## src/utie_pkg.sv

```systemverilog
// Purpose: Constants for the USB and timer interrupt enable block
// Assumes: AXI4-Lite register access, 32-bit data
// Notes:   Offsets are byte addresses, one word each
package utie_pkg;
  // ----------------------------------------------------------------
  // Register map
  // ----------------------------------------------------------------
  localparam logic [11:0] UTIE_OFF_ENABLE = 12'h000; // Source gate mask
  localparam logic [11:0] UTIE_OFF_RAW = 12'h004; // Live source levels
  localparam logic [11:0] UTIE_OFF_STATUS = 12'h008; // Sticky gated events
  localparam logic [11:0] UTIE_OFF_CLEAR = 12'h00C; // Write one to clear
  localparam logic [11:0] UTIE_OFF_IRQEN = 12'h010; // Event to line enable
  // ----------------------------------------------------------------
  // Field positions
  // ----------------------------------------------------------------
  localparam int UTIE_BIT_EP0 = 0;
  localparam int UTIE_BIT_EP1 = 1;
  localparam int UTIE_BIT_EP2 = 2;
  localparam int UTIE_BIT_BUSRST = 3;
  localparam int UTIE_BIT_ACTIVE = 4;
  localparam int UTIE_BIT_MS = 5;
  localparam int UTIE_BIT_PIT = 6;
  localparam int UTIE_NSRC = 7; // Bit 7 is reserved
  // ----------------------------------------------------------------
  // Reset values and bus codes
  // ----------------------------------------------------------------
  localparam logic [7:0] UTIE_ENABLE_RST = 8'h00;
  localparam logic [7:0] UTIE_WRITE_MASK = 8'h7F;
  localparam logic [1:0] UTIE_RESP_OKAY = 2'h0;
  localparam logic [1:0] UTIE_RESP_SLVERR = 2'h2;
endpackage

```

## src/utie_gate_if.sv

```systemverilog
// Purpose: Carries raw sources, mask and gated requests between modules
// Assumes: One clock domain
// Notes:   Width is the number of gated sources
`timescale 1ns/1ps
`default_nettype none
interface utie_gate_if;
  logic [6:0] raw;   // Ungated requests
  logic [6:0] mask;  // Enable bits
  logic [6:0] gated; // Forwarded requests
  modport ctrl (output raw, output mask, input gated);
  modport gate (input raw, input mask, output gated);
endinterface
`default_nettype wire

```

## src/utie_top.sv

```systemverilog
// Purpose: Interrupt enable register for timer and USB sources
// Assumes: AXI4-Lite master keeps one read and one write outstanding
// Notes:   Requests lag sources and mask writes by one cycle
`timescale 1ns/1ps
`default_nettype none
// What this block does
// RULE_01: Bit 5 gates millisecond timer interrupt
// RULE_02: Bit 4 gates USB activity interrupt
// RULE_03: Bit 3 gates USB bus reset interrupt
// RULE_04: Bit 2 gates endpoint 2 interrupt
// RULE_05: Bit 1 gates endpoint 1 interrupt
// RULE_06: Bit 0 gates endpoint 0 interrupt
// RULE_07: Bit 6 gates interval timer interrupt
// RULE_08: Masked source raises no request
module utie_top (
  input wire logic CLK,
  input wire logic RST_N,
  input wire logic [11:0] S_AXI_AWADDR,
  input wire logic S_AXI_AWVALID,
  output logic S_AXI_AWREADY,
  input wire logic [31:0] S_AXI_WDATA,
  input wire logic [3:0] S_AXI_WSTRB,
  input wire logic S_AXI_WVALID,
  output logic S_AXI_WREADY,
  output logic [1:0] S_AXI_BRESP,
  output logic S_AXI_BVALID,
  input wire logic S_AXI_BREADY,
  input wire logic [11:0] S_AXI_ARADDR,
  input wire logic S_AXI_ARVALID,
  output logic S_AXI_ARREADY,
  output logic [31:0] S_AXI_RDATA,
  output logic [1:0] S_AXI_RRESP,
  output logic S_AXI_RVALID,
  input wire logic S_AXI_RREADY,
  input wire logic SRC_EP0,
  input wire logic SRC_EP1,
  input wire logic SRC_EP2,
  input wire logic SRC_BUS_RESET,
  input wire logic SRC_BUS_ACTIVE,
  input wire logic SRC_MS_TICK,
  input wire logic SRC_PIT,
  output logic [utie_pkg::UTIE_NSRC-1:0] REQ_OUT,
  output logic IRQ
);
  import utie_pkg::*;

  // ----------------------------------------------------------------
  // Declarations
  // ----------------------------------------------------------------
  logic [7:0] enable_reg, enable_next;       // Source gate mask
  logic [6:0] status_reg, status_next;       // Sticky gated events
  logic [6:0] irqen_reg, irqen_next;         // Line enable
  logic [6:0] gated_prev_reg, gated_prev_next; // Edge detect
  logic irq_reg, irq_next;                   // Registered line
  logic aw_held_reg, aw_held_next;           // Address captured
  logic [11:0] aw_addr_reg, aw_addr_next;
  logic w_held_reg, w_held_next;             // Data captured
  logic [31:0] w_data_reg, w_data_next;
  logic [3:0] w_strb_reg, w_strb_next;
  logic bvalid_reg, bvalid_next;
  logic [1:0] bresp_reg, bresp_next;
  logic rvalid_reg, rvalid_next;
  logic [1:0] rresp_reg, rresp_next;
  logic [31:0] rdata_reg, rdata_next;
  logic do_write;                            // Both halves present
  logic [6:0] clr_bits;                      // Clear strobes
  logic [6:0] rise;                          // New gated events
  utie_gate_if gif ();

  // Offset decode shared by read and write paths
  function automatic logic utie_mapped(input logic [11:0] a);
    utie_mapped = (a == UTIE_OFF_ENABLE) || (a == UTIE_OFF_RAW) ||
                  (a == UTIE_OFF_STATUS) || (a == UTIE_OFF_CLEAR) ||
                  (a == UTIE_OFF_IRQEN);
  endfunction

  // ----------------------------------------------------------------
  // Source bundle and gate
  // ----------------------------------------------------------------
  always_comb begin
    gif.raw = '0;
    gif.raw[UTIE_BIT_MS] = SRC_MS_TICK;        // see RULE_01
    gif.raw[UTIE_BIT_ACTIVE] = SRC_BUS_ACTIVE; // see RULE_02
    gif.raw[UTIE_BIT_BUSRST] = SRC_BUS_RESET;  // see RULE_03
    gif.raw[UTIE_BIT_EP2] = SRC_EP2;           // see RULE_04
    gif.raw[UTIE_BIT_EP1] = SRC_EP1;           // see RULE_05
    gif.raw[UTIE_BIT_EP0] = SRC_EP0;           // see RULE_06
    gif.raw[UTIE_BIT_PIT] = SRC_PIT;           // see RULE_07
  end
  // Bit 7 is reserved, never reaches the gate
  assign gif.mask = enable_reg[UTIE_NSRC-1:0];

  utie_gate u_gate (
    .clk(CLK),
    .rst_n(RST_N),
    .gi(gif.gate)
  );

  // ----------------------------------------------------------------
  // Write channel: address and data accepted in either order
  // ----------------------------------------------------------------
  always_comb begin
    aw_held_next = aw_held_reg;
    aw_addr_next = aw_addr_reg;
    w_held_next = w_held_reg;
    w_data_next = w_data_reg;
    w_strb_next = w_strb_reg;
    bvalid_next = bvalid_reg;
    bresp_next = bresp_reg;
    // Capture each half once, refused while a response waits
    if (S_AXI_AWVALID && S_AXI_AWREADY) begin
      aw_held_next = 1'b1;
      aw_addr_next = S_AXI_AWADDR;
    end
    if (S_AXI_WVALID && S_AXI_WREADY) begin
      w_held_next = 1'b1;
      w_data_next = S_AXI_WDATA;
      w_strb_next = S_AXI_WSTRB;
    end
    // Perform the write once both halves are held
    if (do_write) begin
      aw_held_next = 1'b0;
      w_held_next = 1'b0;
      bvalid_next = 1'b1;
      bresp_next = utie_mapped(aw_addr_reg) ? UTIE_RESP_OKAY : UTIE_RESP_SLVERR;
    end else if (bvalid_reg && S_AXI_BREADY) begin
      bvalid_next = 1'b0;
    end
  end
  assign do_write = aw_held_reg && w_held_reg && !bvalid_reg;
  assign S_AXI_AWREADY = !aw_held_reg && !bvalid_reg;
  assign S_AXI_WREADY = !w_held_reg && !bvalid_reg;

  // ----------------------------------------------------------------
  // Register file
  // ----------------------------------------------------------------
  always_comb begin
    enable_next = enable_reg;
    irqen_next = irqen_reg;
    clr_bits = '0;
    // Only byte lane 0 carries fields; upper lanes ignored
    if (do_write && w_strb_reg[0]) begin
      case (aw_addr_reg)
        UTIE_OFF_ENABLE: begin
          // Reserved bit 7 stays zero
          enable_next = w_data_reg[7:0] & UTIE_WRITE_MASK; // see RULE_08
        end
        UTIE_OFF_IRQEN: begin
          irqen_next = w_data_reg[6:0];
        end
        UTIE_OFF_CLEAR: begin
          clr_bits = w_data_reg[6:0];
        end
        default: begin
          enable_next = enable_reg;
        end
      endcase
    end
  end

  // ----------------------------------------------------------------
  // Sticky events and interrupt line
  // ----------------------------------------------------------------
  always_comb begin
    rise = gif.gated & ~gated_prev_reg;
    gated_prev_next = gif.gated;
    // A new event wins over a clear in the same cycle
    status_next = (status_reg & ~clr_bits) | rise;
    irq_next = |(status_next & irqen_next);
  end

  // ----------------------------------------------------------------
  // Read channel
  // ----------------------------------------------------------------
  always_comb begin
    rvalid_next = rvalid_reg;
    rresp_next = rresp_reg;
    rdata_next = rdata_reg;
    if (S_AXI_ARVALID && S_AXI_ARREADY) begin
      rvalid_next = 1'b1;
      rresp_next = utie_mapped(S_AXI_ARADDR) ? UTIE_RESP_OKAY : UTIE_RESP_SLVERR;
      case (S_AXI_ARADDR)
        UTIE_OFF_ENABLE: rdata_next = {24'h000000, enable_reg};
        UTIE_OFF_RAW: rdata_next = {25'h0000000, gif.raw};
        UTIE_OFF_STATUS: rdata_next = {25'h0000000, status_reg};
        UTIE_OFF_IRQEN: rdata_next = {25'h0000000, irqen_reg};
        // Clear register is write only
        default: rdata_next = 32'h00000000;
      endcase
    end else if (rvalid_reg && S_AXI_RREADY) begin
      rvalid_next = 1'b0;
    end
  end
  assign S_AXI_ARREADY = !rvalid_reg;

  // ----------------------------------------------------------------
  // State registers
  // ----------------------------------------------------------------
  always_ff @(posedge CLK) begin
    if (!RST_N) begin
      enable_reg <= UTIE_ENABLE_RST;
      status_reg <= '0;
      irqen_reg <= '0;
      gated_prev_reg <= '0;
      irq_reg <= 1'b0;
      aw_held_reg <= 1'b0;
      aw_addr_reg <= '0;
      w_held_reg <= 1'b0;
      w_data_reg <= '0;
      w_strb_reg <= '0;
      bvalid_reg <= 1'b0;
      bresp_reg <= UTIE_RESP_OKAY;
      rvalid_reg <= 1'b0;
      rresp_reg <= UTIE_RESP_OKAY;
      rdata_reg <= '0;
    end else begin
      enable_reg <= enable_next;
      status_reg <= status_next;
      irqen_reg <= irqen_next;
      gated_prev_reg <= gated_prev_next;
      irq_reg <= irq_next;
      aw_held_reg <= aw_held_next;
      aw_addr_reg <= aw_addr_next;
      w_held_reg <= w_held_next;
      w_data_reg <= w_data_next;
      w_strb_reg <= w_strb_next;
      bvalid_reg <= bvalid_next;
      bresp_reg <= bresp_next;
      rvalid_reg <= rvalid_next;
      rresp_reg <= rresp_next;
      rdata_reg <= rdata_next;
    end
  end

  // ----------------------------------------------------------------
  // Outputs
  // ----------------------------------------------------------------
  assign REQ_OUT = gif.gated; // see RULE_08
  assign IRQ = irq_reg;
  assign S_AXI_BVALID = bvalid_reg;
  assign S_AXI_BRESP = bresp_reg;
  assign S_AXI_RVALID = rvalid_reg;
  assign S_AXI_RRESP = rresp_reg;
  assign S_AXI_RDATA = rdata_reg;
endmodule
`default_nettype wire

```

## src/utie_gate.sv

```systemverilog
// Purpose: Per-source AND gate, registered
// Assumes: Sources synchronous to CLK
// Notes:   One cycle latency from source or mask to request
`timescale 1ns/1ps
`default_nettype none
module utie_gate (
  input wire logic clk,
  input wire logic rst_n,
  utie_gate_if.gate gi
);
  import utie_pkg::*;
  logic [UTIE_NSRC-1:0] gated_reg;
  logic [UTIE_NSRC-1:0] gated_next;
  // ----------------------------------------------------------------
  // Gating: a cleared enable bit blocks its source entirely
  // ----------------------------------------------------------------
  genvar g;
  generate
    for (g = 0; g < UTIE_NSRC; g++) begin : g_src
      always_comb begin
        gated_next[g] = gi.raw[g] & gi.mask[g]; // see RULE_08
      end
    end
  endgenerate
  // Register stage keeps requests glitch free
  always_ff @(posedge clk) begin
    if (!rst_n) begin
      gated_reg <= '0;
    end else begin
      gated_reg <= gated_next;
    end
  end
  assign gi.gated = gated_reg;
endmodule
`default_nettype wire

```

## config.mk

```make
export PLATFORM = sky130hd
export DESIGN_NAME = utie_top
export DESIGN_NICKNAME = d
export VERILOG_FILES = /design/src/utie_pkg.sv /design/src/utie_gate_if.sv /design/src/utie_top.sv /design/src/utie_gate.sv
export SDC_FILE = /design/constraint.sdc
export NUM_CORES = 1
export LEC_CHECK = 0
export ABC_AREA = 1
export BUFFER_PORTS_ARGS = -buffer_cell sky130_fd_sc_hd__buf_4
export CAP_MARGIN = 20
export CORE_MARGIN = 2
export CORE_UTILIZATION = 54
export CTS_BUF_LIST = sky130_fd_sc_hd__clkbuf_4 sky130_fd_sc_hd__clkbuf_8
export DETAILED_ROUTE_END_ITERATION = 8
export PLACE_DENSITY = 0.9
export SYNTH_ARGS = -nofsm -noshare
export SYNTH_HDL_FRONTEND = slang
export SYNTH_SLANG_ARGS = --single-unit
```

## constraint.sdc

```tcl
create_clock -name CLK -period 3.2 [get_ports CLK]
set_input_delay 0.64 -clock CLK [delete_from_list [all_inputs] [get_ports CLK]]
set_output_delay 0.64 -clock CLK [all_outputs]
set_load 0.02 [all_outputs]
```

==> results of run 1 <==
## synth_stat cells (2+ instances only)
cell,instances,area [um^2]
o21ai_0,22,110.1
nor3_2,3,30.03
nor2_1,54,202.7
clkinv_1,3,11.26
inv_2,2,7.510
a21oi_1,37,185.2
nor2_2,7,43.79
nand3_4,2,35.03
clkbuf_1,7,26.28
nand2_1,110,412.9
nor2_8,2,40.04
buf_4,27,202.7
nor2_4,2,22.52
inv_1,34,127.6
dfxtp_1,69,1381
buf_2,3,15.01
nand4_1,16,100.1
nand3_1,27,135.1
## power breakdown
group / internal, uW / total [uW] / leakage (uW) / switching (uW)
clock: 396 / 713 / 0.000103 / 317
combinational: 84.1 / 238 / 0.00110 / 154
sequential: 890 / 916 / 0.000562 / 26.1
## cell type report
type / count / share of cell area
clock buffer: 12 / 0.03995
clock inverter: 4 / 0.01244
inverter: 40 / 0.03962
multi-input combinational: 318 / 0.3893
sequential: 69 / 0.3615
tap: 72 / 0.02358
timing repair buffer: 68 / 0.1336
## metal layers
metal  global-route usage  up-vias  wire length [um]
met4               0.1085        0               153
li1                     -     1489                 -
met1               0.3075     1310              3185
met3              0.05056       17               602
met5                    0        -                 0
met2               0.4075      139              3532
## logic make-up after synthesis
kind of cell / share of synthesized area
flip-flops: 0.4362
AND/OR/NAND/NOR: 0.3319
buffers and inverters: 0.1248
AO/OA/AOI/OAI: 0.1059
other: 0.001184
## final timing paths
check | startpoint | endpoint | slack [ns] | depth (start not counted)
max | S_AXI_ARADDR[9] | S_AXI_RDATA[6] | 1.46 | 8
min | u_gate.gi.gated[2] | gated_prev_reg[2] | 0.44 | 2
max reg2reg | aw_addr_reg[3] | IRQ | 1.55 | 9
min reg2reg | u_gate.gi.gated[2] | gated_prev_reg[2] | 0.44 | 2
## stage by stage
stage / utilization / total power [uW] / cells / hold slack (ns) / cell area, um^2
after floorplan: - / 1116 / 464 / 0.4233 / 3264
after global placement: 0.6496 / 1165 / 567 / 0.4241 / 3621
after detailed placement: 0.6496 / 1173 / 567 / 0.4333 / 3621
after CTS: 0.6855 / 1870 / 583 / 0.4429 / 3821
after global routing: 0.6855 / 1941 / 583 / 0.4536 / 3821
final: 0.6855 / 1867 / 583 / 0.4406 / 3821
## worst max-delay path, cell delays in order
cell     delay (ns)
buf_4          0.11
nor2_1         0.11
nand2_1        0.14
nor3_2         0.53
nand2_1        0.09
nand4_1        0.18
nand2_1        0.07
a21oi_1        0.14
==> flow_metrics.py, run 1 <==
metrics = {
    "global_route": {
        "grtUsageTotal": 0.2459,
        "grt_pass1_vias": 2699,
        "grt_overflow": 0,
        "grt_pass1_wl_um": 12120,
        "grt_max_degree": 36,
        "antenna_found_initial": 0,
    },
    "clock_network": {
        "cts_max_path_buffers": 2,
        "ctsHoldBuffers": 0,
        "root_buffer": "clkbuf_8",
        "cts.sinks": 69,
        "htree_levels": 3,
        "cts_tree": "built",
        "cts.clk_slew.worst_paths_ns": 0.07,
        "cts_made_buffers": 9,
        "clk_latency_ns": 0.35,
        "cts_resized": 0,
        "post-cts-setup-buffers": 0,
    },
    "floorplan": {
        "die_w_um": 80.58,
        "io_pins": 123,
        "die_y_um": 80.58,
        "initial_core_util": 0.5681,
        "die_area_mm2": 0.006493,
        "rows": 27,
        "core_mm2": 0.005574,
    },
    "yosys": {
        "yosysSeqAreaShare": 0.4362,
        "synth_edf_count": 0,
        "synth.cell_area_mm2": 0.003167,
        "ys_seq_elements": 69,
        "synth-async-reset-ratio": 0,
        "netlist_instances": 438,
        "synth_cell_types": 29,
        "yosys_warnings": 0,
        "syn_avg_cell_area_um2": 7.230,
        "ys.flop_type": "dfxtp_1",
    },
    "cells_and_area": {
        "nNetsFinal": 580,
        "multi_input_area_mm2": 0.001488,
        "largest_reg_flops": 12,
        "nFillCells": 465,
        "layout.area.seq_mm2": 0.001381,
        "num_antenna_cells": 0,
        "area_growth_pct": 20.66,
        "layout_commonest_cell": "nand2_1",
        "layout_common_cells": "nand2_1 (110), dfxtp_1 (69), buf_4 (68)",
        "drive_above_1_share": 0.2094,
    },
    "sta": {
        "setup_ws_ns": 1.462,
        "fmax_ghz": 0.5753,
        "skew_ns": 0.007290,
        "tightest_slew_ns": 0.5673,
        "fin_setup_tns_ns": 0,
        "hold_violations": 0,
        "finalCriticalPeriod_ns": 1.738,
        "period_share": 0.5432,
        "rsz0062_at_grt": "no",
        "final-setup-viol-count": 0,
        "slew-limit-headroom": 0.6198,
        "final_max_slew_viol_count": 0,
    },
    "detailed_routing": {
        "wl_um": 7474,
        "postRouteAntennaNets": 0,
        "vias": 2955,
        "wire_per_inst_um": 12.82,
        "vias_per_cell": 5.069,
        "route.detailed.drc": 0,
        "firstDrtPassIters": 5,
        "drt_iter0_drc": 196,
    },
    "status": {
        "status": "completed",
    },
    "critical_path": {
        "worstPathArrival_ns": 2.01,
        "crit_path_max_fanout": 7,
        "endpoint_kind": "flop",
        "crit_path_start_kind": "primary input",
        "path_class": "primary input to flop",
        "cp.required_ns": 3.47,
    },
    "pwr": {
        "p_leak_uw": 0.001763,
        "vdd_drop_max_v": 0.0002778,
        "powerDensity_mw_per_mm2": 488.6,
    },
    "placed_design": {
        "place_congestion": 0.8981,
        "dp_hpwl_um": 5608,
        "portBuffers": 67,
        "place_ws_ns": 1.136,
    },
    "worst_hold_path": {
        "hp-class": "flop to flop",
    },
    "job": {
        "drv_cap": 0,
    },
}
No activity file was read; power rests on OpenSTA's default activity.
==> run 2, diff against run 1 <==
- CORE_UTILIZATION: 54 -> 50
- PLACE_DENSITY: 0.9 -> 0.85
- clock period: 3.2 -> 1.8 ns (I/O delays scaled with it)
==> run 2 against run 1 <==
  * Non-clock buffer count up 5
  * Clock power up 71%
  * First-iteration DRC count up 53%
  * Sequential share of layout area down 0.27 points
  * Final area up 0.75%
  * Die area up 7.6%
  * Routed wire length down 2.8%
  * Critical path type is now flop to flop
==> flow_metrics.py, run 2 (synthesis gave the netlist of run 1 again) <==
metrics = {
    "clock_network": {
        "cts.sinks": 69,
        "cts_tree": "built",
        "ctsHoldBuffers": 0,
        "htree_levels": 3,
        "cts_made_buffers": 9,
        "cts_max_path_buffers": 2,
        "cts_resized": 0,
        "post-cts-setup-buffers": 0,
        "cts.clk_slew.worst_paths_ns": 0.07,
        "root_buffer": "clkbuf_8",
        "clk_latency_ns": 0.35,
    },
    "critical_path": {
        "worst_path_max_delay_cell": "dfxtp_1",
        "path_buf_inv": 0,
        "crit_path_frequent_cell": "nand2_1",
        "worstPathArrival_ns": 1.87,
        "crit_path_max_fanout": 6,
        "endpoint_kind": "flop",
        "crit_path_start_kind": "flop",
        "path_class": "flop to flop",
        "crit_family": "simple AND/OR/NAND/NOR gates",
        "cp.required_ns": 2.02,
        "max_stage_delay_ns": 0.42,
        "crit_chain": "nand4_1, nor2_1, nand3_1, nand2_1, nand2_1, nand2_1, nand2_1, nor2_2, a21oi_2",
    },
    "cells_and_area": {
        "largest_reg_flops": 12,
        "layout.area.seq_mm2": 0.001381,
        "nFillCells": 522,
        "layout_commonest_cell": "nand2_1",
        "nNetsFinal": 585,
        "multi_input_area_mm2": 0.001488,
        "layout_common_cells": "nand2_1 (110), buf_4 (73), dfxtp_1 (69)",
        "area_growth_pct": 21.57,
        "drive_above_1_share": 0.2140,
        "num_antenna_cells": 0,
    },
    "pwr": {
        "power_uw": 3284,
        "powerDensity_mw_per_mm2": 853.0,
        "vdd_drop_max_v": 0.0005898,
        "p_leak_uw": 0.001784,
    },
    "global_route": {
        "grtUsageTotal": 0.2109,
        "grt_pass1_wl_um": 11850,
        "grt_pass1_vias": 2584,
        "grt_overflow": 0,
        "grt_max_degree": 35,
        "antenna_found_initial": 0,
    },
    "detailed_routing": {
        "drt_iter0_drc": 299,
        "wire_per_inst_um": 12.33,
        "route.detailed.drc": 0,
        "postRouteAntennaNets": 0,
        "vias": 2919,
        "wl_um": 7263,
        "firstDrtPassIters": 4,
        "vias_per_cell": 4.956,
    },
    "job": {
        "drv_cap": 0,
    },
    "status": {
        "status": "completed",
    },
    "floorplan": {
        "rows": 28,
        "initial_core_util": 0.5255,
        "die_area_mm2": 0.006986,
        "io_pins": 123,
        "die_w_um": 83.59,
        "core_mm2": 0.006026,
        "die_y_um": 83.59,
    },
    "sta": {
        "period_share": 0.9186,
        "final-setup-viol-count": 0,
        "final_max_slew_viol_count": 0,
        "rsz0062_at_grt": "no",
        "fin_setup_tns_ns": 0,
        "skew_ns": 0.006439,
        "fmax_ghz": 0.6048,
        "hold_violations": 0,
        "finalCriticalPeriod_ns": 1.654,
    },
    "placed_design": {
        "portBuffers": 67,
        "dp_hpwl_um": 5500,
        "place_congestion": 0.9248,
    },
    "worst_hold_path": {
        "hp-class": "primary input to flop",
    },
}
## run 2: routing by layer
| metal | vias up | global-route usage | wire length, um |
|---|---|---|---|
| met3 | 14 | 0.05737 | 576 |
| met5 | - | 0 | 0 |
| met2 | 108 | 0.3265 | 3389 |
| met1 | 1300 | 0.2789 | 3199 |
| li1 | 1497 | - | - |
| met4 | 0 | 0.08358 | 97 |
## run 2: path summary, 6_finish.rpt
path	startpoint	end	slack [ns]	cells after the start
worst min-delay path	SRC_MS_TICK	u_gate.gi.gated[5]	0.25	3
worst min register to register	u_gate.gi.gated[2]	gated_prev_reg[2]	0.44	2
worst max-delay path	aw_held_reg	IRQ	0.15	9
worst max register to register	aw_held_reg	IRQ	0.15	9
## run 2: area by class of cell
class | count | share of cell area
Clock buffer | 12 | 0.03965
Clock inverter | 2 | 0.009100
Inverter | 40 | 0.03932
Multi-Input combinational cell | 318 | 0.3864
Sequential cell | 69 | 0.3588
Tap cell | 75 | 0.02437
Timing Repair Buffer | 73 | 0.1423
## run 2: power by group
group / switching (uW) / internal, uW
Clock: 532 / 691
Sequential: 46.2 / 1580
Combinational: 277 / 155
## run 2: metrics by stage
stage	cell area, um^2	hold WS, ns	util	setup WS, ns	instances
2_1_floorplan	3264	0.4233	-	0.3667	464
3_3_place_gp	3662	0.4240	0.6078	0.1795	575
3_5_place_dp	3662	0.4298	0.6078	0.1393	575
4_1_cts	3850	0.2424	0.6389	0.1832	589
5_1_grt	3850	0.2654	0.6389	0.05444	589
6_report	3850	0.2492	0.6389	0.1465	589
## run 2: tightest hold or removal path: stages
cell and delay, ns:
buf_4 0.09, nand2_1 0.04, nor2_1 0.07
